File: src/logic/ebpdc_pkg.sv
// constants shared by the external bus pin drive control block
package ebpdc_pkg;
  localparam int EBPDC_RST_HOLD_CYCLES = 5;   // chip-select release delay after reset
  localparam int EBPDC_CS_WIDTH = 12;         // combined chip-select / low address lines
  localparam int EBPDC_ADDR_WIDTH = 18;       // upper address lines
  localparam int EBPDC_DATA_WIDTH = 32;       // data lines
  localparam int EBPDC_ATTR_WIDTH = 11;       // write, burst, byte enables, attributes, types
  localparam logic [11:0] EBPDC_CS_RESET = 12'hfff; // chip-selects held high in reset
  // handshake pin indices within the handshake group
  localparam int EBPDC_HS_TSTART = 0;
  localparam int EBPDC_HS_ADDRESS_ACKNOWLEDGE = 1;
  localparam int EBPDC_HS_TACK = 2;
  localparam int EBPDC_HS_TERR = 3;
  localparam int EBPDC_HS_RETRY = 4;
  localparam int EBPDC_HS_BURST = 5;
  localparam int EBPDC_HS_INHIBIT = 6;
  localparam int EBPDC_HS_WIDTH = 7;
  // bus_busy release sequence
  typedef enum logic [1:0] {
    EBPDC_BB_IDLE = 2'b00,
    EBPDC_BB_DRIVE = 2'b01,
    EBPDC_BB_NEGATE = 2'b11
  } ebpdc_bb_t;
endpackage : ebpdc_pkg

File: src/logic/ebpdc_top.sv
// external bus pin drive control: output enables and pin sampling
`timescale 1ns/1ns
`default_nettype none
// Operation
// - without a grant bus pins float, except bus request, chip-selects during the reset hold, and pins set as output ports.
// - as master, data lines driven on writes only, floating on reads.
// - as master, acknowledge, transfer-ack and error lines are sampled as inputs.
// - not master, transfer-ack and error lines only listened, driven only as ports.
// - retry line sampled regardless of grant unless configured as output port, and driven only then.
// - bus request driven regardless of grant unless configured as input port.
// - bus grant pin is an input; driven only as an output port.
// - in reset the handshake pins are inputs with drivers floating.
// - burst/last pin input in reset, core controls its output afterwards.
// - bus_busy driven high for half a cycle after data phase, then floats; the code drives it high for one full clock.
// - bus acquired only with grant asserted and bus_busy negated by others.
module ebpdc_top
  import ebpdc_pkg::*;
#(
  parameter int RST_HOLD = EBPDC_RST_HOLD_CYCLES
) (
  input wire logic CORE_CLK, // system clock, 10 MHz
  input wire logic SYS_RST, // synchronous reset, active high
  input wire logic BUS_GRANT_N_IN, // bus_grant pin level
  input wire logic BUS_BUSY_N_IN, // bus_busy pin level
  input wire logic [EBPDC_HS_WIDTH-1:0] HS_IN, // handshake pin levels, active low
  input wire logic CORE_WANT_BUS, // core has a transfer pending
  input wire logic CORE_WRITE, // pending transfer is a write
  input wire logic CORE_DATA_DONE, // data phase terminated this cycle
  input wire logic [EBPDC_CS_WIDTH-1:0] CORE_CS, // chip-select values from core
  input wire logic CORE_BURST_LAST, // burst/last value from core
  input wire logic PORT_CS_OUT, // chip-select group assigned as output port
  input wire logic PORT_ADDR_OUT, // address group as output port
  input wire logic PORT_ADDR_IN, // address group as input port
  input wire logic PORT_DATA_OUT, // data group as output port
  input wire logic PORT_ATTR_OUT, // attribute group as output port
  input wire logic PORT_ATTR_IN, // attribute group as input port
  input wire logic [EBPDC_HS_WIDTH-1:0] PORT_HS_OUT, // handshake pins as output ports
  input wire logic [EBPDC_HS_WIDTH-1:0] PORT_HS_IN, // handshake pins as input ports
  input wire logic PORT_REQ_IN, // bus_request pin as input port
  input wire logic PORT_GRANT_OUT, // bus_grant pin as output port
  input wire logic PORT_BUSY_OUT, // bus_busy pin as output port
  input wire logic PORT_BUSY_IN, // bus_busy pin as input port
  output logic [EBPDC_CS_WIDTH-1:0] CS_O, // chip-select output level
  output logic CS_OE, // chip-select drive enable
  output logic ADDR_OE, // upper address drive enable
  output logic DATA_OE, // data drive enable
  output logic ATTR_OE, // attribute drive enable
  output logic [EBPDC_HS_WIDTH-1:0] HS_OE, // handshake drive enables
  output logic [EBPDC_HS_WIDTH-1:0] HS_SAMPLED, // sampled handshakes, active high
  output logic BURST_LAST_O, // burst/last output level
  output logic BUS_REQUEST_N_O, // bus_request output level
  output logic BUS_REQUEST_OE, // bus_request drive enable
  output logic BUS_GRANT_OE, // bus_grant drive enable
  output logic BUS_BUSY_N_O, // bus_busy output level
  output logic BUS_BUSY_OE, // bus_busy drive enable
  output logic MASTER // device holds the bus
);
  initial begin
    if (RST_HOLD < 1 || RST_HOLD > 255) $error("RST_HOLD out of range");
  end

  logic [EBPDC_HS_WIDTH+1:0] sync_out;
  logic grant_s, busy_s;
  logic [EBPDC_HS_WIDTH-1:0] hs_s;
  logic [7:0] hold_reg;
  logic cs_held_reg;
  logic master_reg;
  logic neg_phase_reg;
  ebpdc_bb_t bb_reg, bb_next;

  // pins come from outside the clock domain
  ebpdc_sync #(.WIDTH(EBPDC_HS_WIDTH + 2)) u_sync (
    .clk(CORE_CLK),
    .rst(SYS_RST),
    .d_in({~BUS_GRANT_N_IN, ~BUS_BUSY_N_IN, ~HS_IN}),
    .q_out(sync_out)
  );
  assign grant_s = sync_out[EBPDC_HS_WIDTH+1];
  assign busy_s = sync_out[EBPDC_HS_WIDTH];
  assign hs_s = sync_out[EBPDC_HS_WIDTH-1:0];

  // chip-select hold counter after reset release
  always_ff @(posedge CORE_CLK) begin
    if (SYS_RST) begin
      hold_reg <= 8'h00;
      cs_held_reg <= 1'b1;
    end else if (cs_held_reg) begin
      hold_reg <= hold_reg + 8'h01;
      if (hold_reg == 8'(RST_HOLD - 1)) cs_held_reg <= 1'b0;
    end
  end

  // mastership: qualified grant needs bus_busy negated by others
  always_ff @(posedge CORE_CLK) begin
    if (SYS_RST) begin
      master_reg <= 1'b0;
    end else if (!master_reg) begin
      master_reg <= CORE_WANT_BUS && grant_s && !busy_s;
    end else if (CORE_DATA_DONE && !CORE_WANT_BUS) begin
      master_reg <= 1'b0;
    end
  end

  // bus_busy release: drive high one step then float
  always_comb begin
    bb_next = bb_reg;
    unique case (bb_reg)
      EBPDC_BB_IDLE: if (master_reg) bb_next = EBPDC_BB_DRIVE;
      EBPDC_BB_DRIVE: if (CORE_DATA_DONE) bb_next = EBPDC_BB_NEGATE;
      EBPDC_BB_NEGATE: bb_next = master_reg ? EBPDC_BB_DRIVE : EBPDC_BB_IDLE;
      default: bb_next = EBPDC_BB_IDLE;
    endcase
  end

  always_ff @(posedge CORE_CLK) begin
    if (SYS_RST) bb_reg <= EBPDC_BB_IDLE;
    else bb_reg <= bb_next;
  end

  // half-cycle negation: one-clock high stands for the half-cycle at this rate
  always_ff @(posedge CORE_CLK) begin
    if (SYS_RST) neg_phase_reg <= 1'b0;
    else neg_phase_reg <= (bb_next == EBPDC_BB_NEGATE);
  end

  // chip-selects: reset level until the hold count runs out
  always_ff @(posedge CORE_CLK) begin
    if (SYS_RST) begin
      CS_O <= EBPDC_CS_RESET;
      CS_OE <= 1'b1;
    end else begin
      CS_O <= cs_held_reg ? EBPDC_CS_RESET : CORE_CS;
      CS_OE <= cs_held_reg || master_reg || PORT_CS_OUT;
    end
  end

  // address and attributes; an input-port setting floats them even as master
  always_ff @(posedge CORE_CLK) begin
    if (SYS_RST) begin
      ADDR_OE <= 1'b0;
      ATTR_OE <= 1'b0;
    end else begin
      ADDR_OE <= (master_reg && !PORT_ADDR_IN) || PORT_ADDR_OUT;
      ATTR_OE <= (master_reg && !PORT_ATTR_IN) || PORT_ATTR_OUT;
    end
  end

  // data lines: reads leave them to the slave, avoiding contention
  always_ff @(posedge CORE_CLK) begin
    if (SYS_RST) DATA_OE <= 1'b0;
    else DATA_OE <= (master_reg && CORE_WRITE) || PORT_DATA_OUT;
  end

  // handshake pins, one slice per pin
  for (genvar gi = 0; gi < EBPDC_HS_WIDTH; gi++) begin : g_hs
    // transfer start and burst/last drive as master, the rest only listen
    if (gi == EBPDC_HS_TSTART || gi == EBPDC_HS_BURST) begin : g_out
      always_ff @(posedge CORE_CLK) begin
        if (SYS_RST) HS_OE[gi] <= 1'b0;
        else HS_OE[gi] <= (master_reg && !PORT_HS_IN[gi]) || PORT_HS_OUT[gi];
      end
    end else begin : g_in
      always_ff @(posedge CORE_CLK) begin
        if (SYS_RST) HS_OE[gi] <= 1'b0;
        else HS_OE[gi] <= PORT_HS_OUT[gi];
      end
    end
    // sampling ignores the grant, so a late retry is still seen
    always_ff @(posedge CORE_CLK) begin
      if (SYS_RST) HS_SAMPLED[gi] <= 1'b0;
      else HS_SAMPLED[gi] <= hs_s[gi] && !PORT_HS_OUT[gi];
    end
  end

  // burst/last level taken from the core, inverted, once reset is over
  always_ff @(posedge CORE_CLK) begin
    if (SYS_RST) BURST_LAST_O <= 1'b1;
    else BURST_LAST_O <= ~CORE_BURST_LAST;
  end

  // bus request: independent of the grant, floats only as an input port
  always_ff @(posedge CORE_CLK) begin
    if (SYS_RST) begin
      BUS_REQUEST_N_O <= 1'b1;
      BUS_REQUEST_OE <= 1'b0;
    end else begin
      BUS_REQUEST_N_O <= ~(CORE_WANT_BUS && !master_reg);
      BUS_REQUEST_OE <= !PORT_REQ_IN;
    end
  end

  // bus grant pin is ours to drive only as an output port
  always_ff @(posedge CORE_CLK) begin
    if (SYS_RST) BUS_GRANT_OE <= 1'b0;
    else BUS_GRANT_OE <= PORT_GRANT_OUT;
  end

  // bus_busy: driven high for one clock before floating, so the pull-up
  // does not have to lift the line on its own
  always_ff @(posedge CORE_CLK) begin
    if (SYS_RST) begin
      BUS_BUSY_N_O <= 1'b1;
      BUS_BUSY_OE <= 1'b0;
    end else begin
      BUS_BUSY_N_O <= ~(bb_next == EBPDC_BB_DRIVE);
      BUS_BUSY_OE <= ((bb_next != EBPDC_BB_IDLE) && !PORT_BUSY_IN)
        || PORT_BUSY_OUT;
    end
  end

  // mastership seen outside one clock after the internal flag
  always_ff @(posedge CORE_CLK) begin
    if (SYS_RST) MASTER <= 1'b0;
    else MASTER <= master_reg;
  end

  logic unused_ok;
  assign unused_ok = neg_phase_reg;
endmodule : ebpdc_top
`default_nettype wire

File: src/logic/ebpdc_sync.sv
// two-flop synchroniser for a vector of pin inputs
`timescale 1ns/1ns
`default_nettype none
module ebpdc_sync #(
  parameter int WIDTH = 1
) (
  input wire logic clk, // sampling clock
  input wire logic rst, // synchronous reset, active high
  input wire logic [WIDTH-1:0] d_in, // asynchronous pin levels
  output logic [WIDTH-1:0] q_out // synchronised levels
);
  logic [WIDTH-1:0] meta_reg;

  // first stage is read only by the second stage
  always_ff @(posedge clk) begin
    if (rst) begin
      meta_reg <= '0;
      q_out <= '0;
    end else begin
      meta_reg <= d_in;
      q_out <= meta_reg;
    end
  end
endmodule : ebpdc_sync
`default_nettype wire

File: config.mk
export PLATFORM = sky130hd
export DESIGN_NAME = ebpdc_top
export DESIGN_NICKNAME = d
export VERILOG_FILES = /design/src/logic/ebpdc_pkg.sv /design/src/logic/ebpdc_top.sv /design/src/logic/ebpdc_sync.sv
export SDC_FILE = /design/constraint.sdc
export NUM_CORES = 1
export LEC_CHECK = 0
export ABC_AREA = 1
export BUFFER_PORTS_ARGS = -buffer_cell sky130_fd_sc_hd__buf_4
export CAP_MARGIN = 20
export CORE_MARGIN = 1.5
export CORE_UTILIZATION = 50
export DETAILED_ROUTE_END_ITERATION = 10
export PLACE_DENSITY = 0.92
export SLEW_MARGIN = 20
export SYNTH_ARGS = -nofsm -noshare
export SYNTH_HDL_FRONTEND = slang
export SYNTH_SLANG_ARGS = --single-unit
File: constraint.sdc
create_clock -name CORE_CLK -period 2.55 [get_ports CORE_CLK]
set_input_delay 0.51 -clock CORE_CLK [delete_from_list [all_inputs] [get_ports CORE_CLK]]
set_output_delay 0.51 -clock CORE_CLK [all_outputs]
set_load 0.02 [all_outputs]
==> Word-level counts from Yosys, hierarchy flattened <==
Cells that the tools add are included.
{ "classes": {"n_eq_ne": 4, "add_sub_neg": 1, "n_bitwise": 6, "n_reduce_logical": 44, "mux": 8} }
{ "ops": {"columns": ["op", "count"], "rows": [
  ["logical AND 1 bit", 17],
  ["logical NOT 1 bit", 16],
  ["adder 8 x 1 -> 8 bit (second input constant)", 1],
  ["== test 8 x 3 -> 1 bit (second input constant)", 1],
  ["logical OR 1 bit", 8],
  ["NOT 7 bit", 1],
  ["case mux 2 bit (3 select lines)", 1],
  ["two-way mux 1 bit", 5],
  ["NOT 1 bit", 5],
  ["== test 2 x 1 -> 1 bit (second input constant)", 2],
  ["two-way mux 2 bit", 2],
  ["== test 2 bit (second input constant)", 1],
  ["logical NOT 2 bit", 1],
  ["nonzero test 2 bit", 1],
  ["OR reduction 2 bit", 1]
]} }
{ "word_totals": {"out_inout_bits": 37, "elab_cells": 95, "inputBits": 51, "register_bits": 67} }

==> Depth between registers and ports, before layout <==
{ "logic_depth": {"word_depth": 5, "mapped_depth": 7, "depth_no_buf": 6} }

==> Hierarchy <==
From an unflattened synthesis, not the netlist that was laid out.
{ "unflattened": {"hier_cells": 250, "area_unflattened_um2": 2133.3} }
{ "by_module_without_submodules": {"columns": ["module", "cells_per_inst", "area_per_inst_um2", "instances", "seq_area_each_um2"], "rows": [
  ["ebpdc_top", 194, 1611.5, 1, 980.9],
  ["ebpdc_sync", 56, 521.8, 1, 360.3]
]} }

==> Worst setup path before layout <==
No wires, ideal clock.
{ "synth_path": {"kind": "input port to flip-flop", "start": "input SYS_RST", "end": "register CS_OE", "slack_ns": 1.418, "arrival_ns": 1.017, "stages": 4, "t_required_ns": 2.435, "n_path_buf": 2, "setup_ns": 0.115, "path_cell_list": "buf_2 > nor2_2 > buf_4 > nand2_1"} }
{ "synth_rtl": {"columns": ["item", "line_no", "text"], "rows": [
  ["from (decl)", "ebpdc_top.sv:22", "input wire logic SYS_RST,"],
  ["to (signal assigned)", "ebpdc_top.sv:133", "CS_OE <= cs_held_reg || master_reg || PORT_CS_OUT;"],
  ["to (decl)", "ebpdc_top.sv:44", "output logic CS_OE,"]
]} }

==> Worst setup path in the final report <==
{ "layout_path": {"start": "register HS_OE[4]", "end": "output HS_OE[4]"} }
{ "layout_rtl": {"columns": ["item", "line_no", "text"], "rows": [
  ["from (decl)", "ebpdc_top.sv:48", "output logic [EBPDC_HS_WIDTH-1:0] HS_OE,"],
  ["from (signal, indexed assignment)", "ebpdc_top.sv:165", "else HS_OE[gi] <= PORT_HS_OUT[gi];"]
]} }
No word-level cell between the ends.

==> impl_metrics.prom <==
# TYPE chip_impl_metric gauge
chip_impl_metric{name="tns",unit="ns"} 0
chip_impl_info{name="rr_startpoint",value="hold_reg[0]"} 1
chip_impl_info{name="synth_top_flop_cell",value="dfxtp_1"} 1
chip_impl_metric{name="layoutNonFillerInstCount",unit=""} 376
chip_impl_metric{name="fin_total_pwr",unit="mW"} 2.328
chip_impl_metric{name="gr-usage-all-layers",unit=""} 0.1892
chip_impl_metric{name="place_area",unit="um2"} 2704
chip_impl_info{name="outcome",value="completed"} 1
chip_impl_metric{name="crit_buf_inv",unit=""} 1
chip_impl_metric{name="synth.net_count",unit=""} 288
chip_impl_metric{name="syn_area",unit="um2"} 2066
chip_impl_metric{name="critical_path_arrival",unit="ns"} 0.80
chip_impl_metric{name="power.density",unit="nW/um2"} 790.0
chip_impl_metric{name="pre_cts_worst_setup_slack",unit="ns"} 0.8924
chip_impl_metric{name="final-hold-violation-count",unit=""} 0
chip_impl_metric{name="syn2layout_area_growth",unit="%"} 42.64
chip_impl_metric{name="peakVddDrop",unit="mV"} 0.5763
chip_impl_metric{name="detail-route-antenna-nets",unit=""} 0
chip_impl_info{name="setup.worst_path.end_class",value="output port"} 1
chip_impl_metric{name="floorplan.initialDensity",unit=""} 0.5202
chip_impl_metric{name="via_count_of_the_first_global_routing_pass",unit=""} 1549
chip_impl_metric{name="synthCells",unit=""} 235
chip_impl_metric{name="timing.reg2reg.worst_path_depth",unit=""} 6
chip_impl_metric{name="asyncSetResetFlopFracSynth",unit=""} 0
chip_impl_info{name="cts_tree",value="done"} 1
chip_impl_metric{name="timing.reg2reg.setup_slack",unit="ns"} 1.33
chip_impl_metric{name="non_filler_cell_area_final",unit="um2"} 2947
chip_impl_metric{name="synth_sequential_area_ratio",unit=""} 0.6493
chip_impl_metric{name="clockBufferDepth",unit=""} 2
chip_impl_metric{name="die_area",unit="um2"} 4526
chip_impl_metric{name="crit_path_max_fanout",unit=""} 1
chip_impl_metric{name="finClkSkew",unit="ns"} 0.008483
chip_impl_metric{name="number_of_antenna_violations_at_the_first_check_in_global_routing",unit=""} 0
chip_impl_metric{name="htree_num_levels",unit=""} 3
chip_impl_metric{name="die-width",unit="um"} 67.28
chip_impl_metric{name="syn_avg_cell_area",unit="um2"} 8.790
chip_impl_metric{name="period_minus_slack",unit="ns"} 1.313
chip_impl_info{name="layout.cells.most_common_list",value="buf_4 (82), dfxtp_1 (67), nor2_1 (51)"} 1
chip_impl_metric{name="final_number_of_setup_violating_endpoints",unit=""} 0
chip_impl_info{name="path_cells",value="buf_4"} 1
chip_impl_metric{name="area.sequential",unit="um2"} 1341
chip_impl_metric{name="worst_slack",unit="ns"} 1.237
chip_impl_metric{name="maxSlewHeadroom",unit=""} 0.6563
chip_impl_metric{name="yosys_warnings",unit=""} 0
chip_impl_info{name="min_to",value="u_sync.meta_reg[1]"} 1
chip_impl_metric{name="multi_input_comb_area",unit="um2"} 534.3
chip_impl_metric{name="post_cts_resized",unit=""} 0
chip_impl_metric{name="synth-edff-count",unit=""} 0
chip_impl_metric{name="cts.reportedPaths.clkPinSlew",unit="ns"} 0.07
chip_impl_metric{name="drc",unit=""} 0
chip_impl_metric{name="filler_cell_count",unit=""} 292
chip_impl_metric{name="hpwlAfterDp",unit="um"} 2907
chip_impl_metric{name="tritoncts.num_buffers",unit=""} 9
chip_impl_metric{name="critical_path_required",unit="ns"} 2.04
chip_impl_info{name="layout.cells.most_common",value="buf_4"} 1
chip_impl_metric{name="antenna-diode-count",unit=""} 0
chip_impl_metric{name="routed_wl",unit="um"} 4051
chip_impl_metric{name="maxClockFrequency",unit="MHz"} 761.5
chip_impl_info{name="cts-root-buf",value="clkbuf_8"} 1
chip_impl_metric{name="drv_cap",unit=""} 0
chip_impl_metric{name="place.port_buffers",unit=""} 82
chip_impl_metric{name="synth_seq_cells",unit=""} 67
chip_impl_metric{name="final_util",unit=""} 0.7420
chip_impl_metric{name="layout.nets",unit=""} 374
chip_impl_info{name="worst_setup_path_start_kind",value="flip-flop"} 1
chip_impl_metric{name="cts-hold-fix-buffers",unit=""} 0
chip_impl_metric{name="cts_num_sinks",unit=""} 67
chip_impl_metric{name="grt_first_pass_wirelength",unit="um"} 6223
chip_impl_metric{name="placementRows",unit=""} 23
chip_impl_metric{name="hold_ws",unit="ns"} 0.3271
chip_impl_metric{name="finalWeightedCongestion",unit=""} 0.7192
chip_impl_metric{name="slew_viol_final",unit=""} 0
chip_impl_metric{name="placed_cells",unit=""} 360
chip_impl_metric{name="io-pin-count",unit=""} 88
chip_impl_metric{name="postCtsSetupRepairBufs",unit=""} 0
chip_impl_metric{name="routed-via-count",unit=""} 1672
chip_impl_metric{name="fp.coreArea",unit="um2"} 3971
chip_impl_info{name="setup_repair_after_global_routing_missed_its_margin",value="no"} 1
chip_impl_info{name="timing.hold.worst.start",value="HS_IN[1]"} 1
chip_impl_metric{name="final_layout_size_suffix_gt1_frac",unit=""} 0.3221
chip_impl_metric{name="pin_count_of_the_biggest_net_entering_global_routing",unit=""} 39
chip_impl_info{name="worstSetupStartpoint",value="HS_OE[4]"} 1
chip_impl_info{name="cp_top_family",value="flip-flops"} 1
chip_impl_metric{name="power.static_leakage",unit="nW"} 1.410
chip_impl_metric{name="worst-slew-pin-transition",unit="ns"} 0.5151
chip_impl_info{name="timing.setup.critical_path_class",value="reg -> out"} 1
chip_impl_info{name="r2r_end",value="hold_reg[6]"} 1
chip_impl_metric{name="clk-insertion-delay-late",unit="ns"} 0.33
chip_impl_metric{name="drt-initial-drc-count",unit=""} 63
chip_impl_metric{name="globalRoute.totalOverflow",unit=""} 0
chip_impl_metric{name="die_height",unit="um"} 67.28
chip_impl_info{name="min_path_type",value="in -> reg"} 1
chip_impl_metric{name="routedWlPerCell",unit="um"} 10.77
chip_impl_metric{name="synth.distinct_cells",unit=""} 19
chip_impl_metric{name="crit_path_max_incr_delay",unit="ns"} 0.33
chip_impl_metric{name="avgViaCountPerCell",unit=""} 4.447
chip_impl_metric{name="worstHoldPathCells",unit=""} 2
chip_impl_metric{name="number_of_detailed_route_iterations_in_the_first_pass",unit=""} 4
chip_impl_metric{name="post-route-period-util",unit=""} 0.5150
chip_impl_info{name="cp_slowest_cell",value="dfxtp_1"} 1
chip_impl_metric{name="max_ffs_per_register",unit=""} 12
==> report_power, final <==
part	internal (mW)	switching, mW
Combinational	0.0902	0.0855
Sequential	1.09	0.0199
Clock	0.677	0.368
==> metal layers <==
layer | routed length, um | GRT usage | share of wire | vias to the layer above
li1 | - | - | - | 869
met5 | 0 | 0 | 0 | -
met1 | 1592 | 0.1888 | 0.39 | 731
met2 | 1992 | 0.3342 | 0.49 | 65
met4 | 80 | 0.09949 | 0.020 | 0
met3 | 386 | 0.07833 | 0.095 | 7
==> Yosys cell counts, types with 5 or more instances <==
cell type	count	area share
inv_1	37	0.067
nand3_1	6	0.015
nor2_1	51	0.093
o21ai_1	6	0.015
dfxtp_1	67	0.65
nand2_1	36	0.065
buf_2	5	0.012
a21oi_1	8	0.019
==> layout make-up <==
cell class,count,area share
Sequential cell,67,0.4552
Timing Repair Buffer,82,0.2089
Multi-Input combinational cell,121,0.1813
Inverter,40,0.05096
Clock buffer,12,0.04926
Clock inverter,4,0.03312
Tap cell,50,0.02123
==> cells by family after synthesis <==
kind of cell,Yosys count,share of synthesized area
buffers and inverters,47,0.09206
AND/OR/NAND/NOR,103,0.2078
adder cells (fa/ha/maj),2,0.01211
AO/OA/AOI/OAI,16,0.03877
flip-flops,67,0.6493
==> worst max-delay path by stage <==
stage | to | slack [ns] | depth (start not counted)
CTS | BUS_REQUEST_OE | 1.22 | 1
floorplan | CS_OE | 1.42 | 4
finish | HS_OE[4] | 1.24 | 1
global route | BUS_BUSY_N_O | 1.16 | 5
detailed placement | BUS_BUSY_N_O | 0.89 | 5
global placement | cs_held_reg | 0.92 | 5
Power figures use the tool's default switching activity.
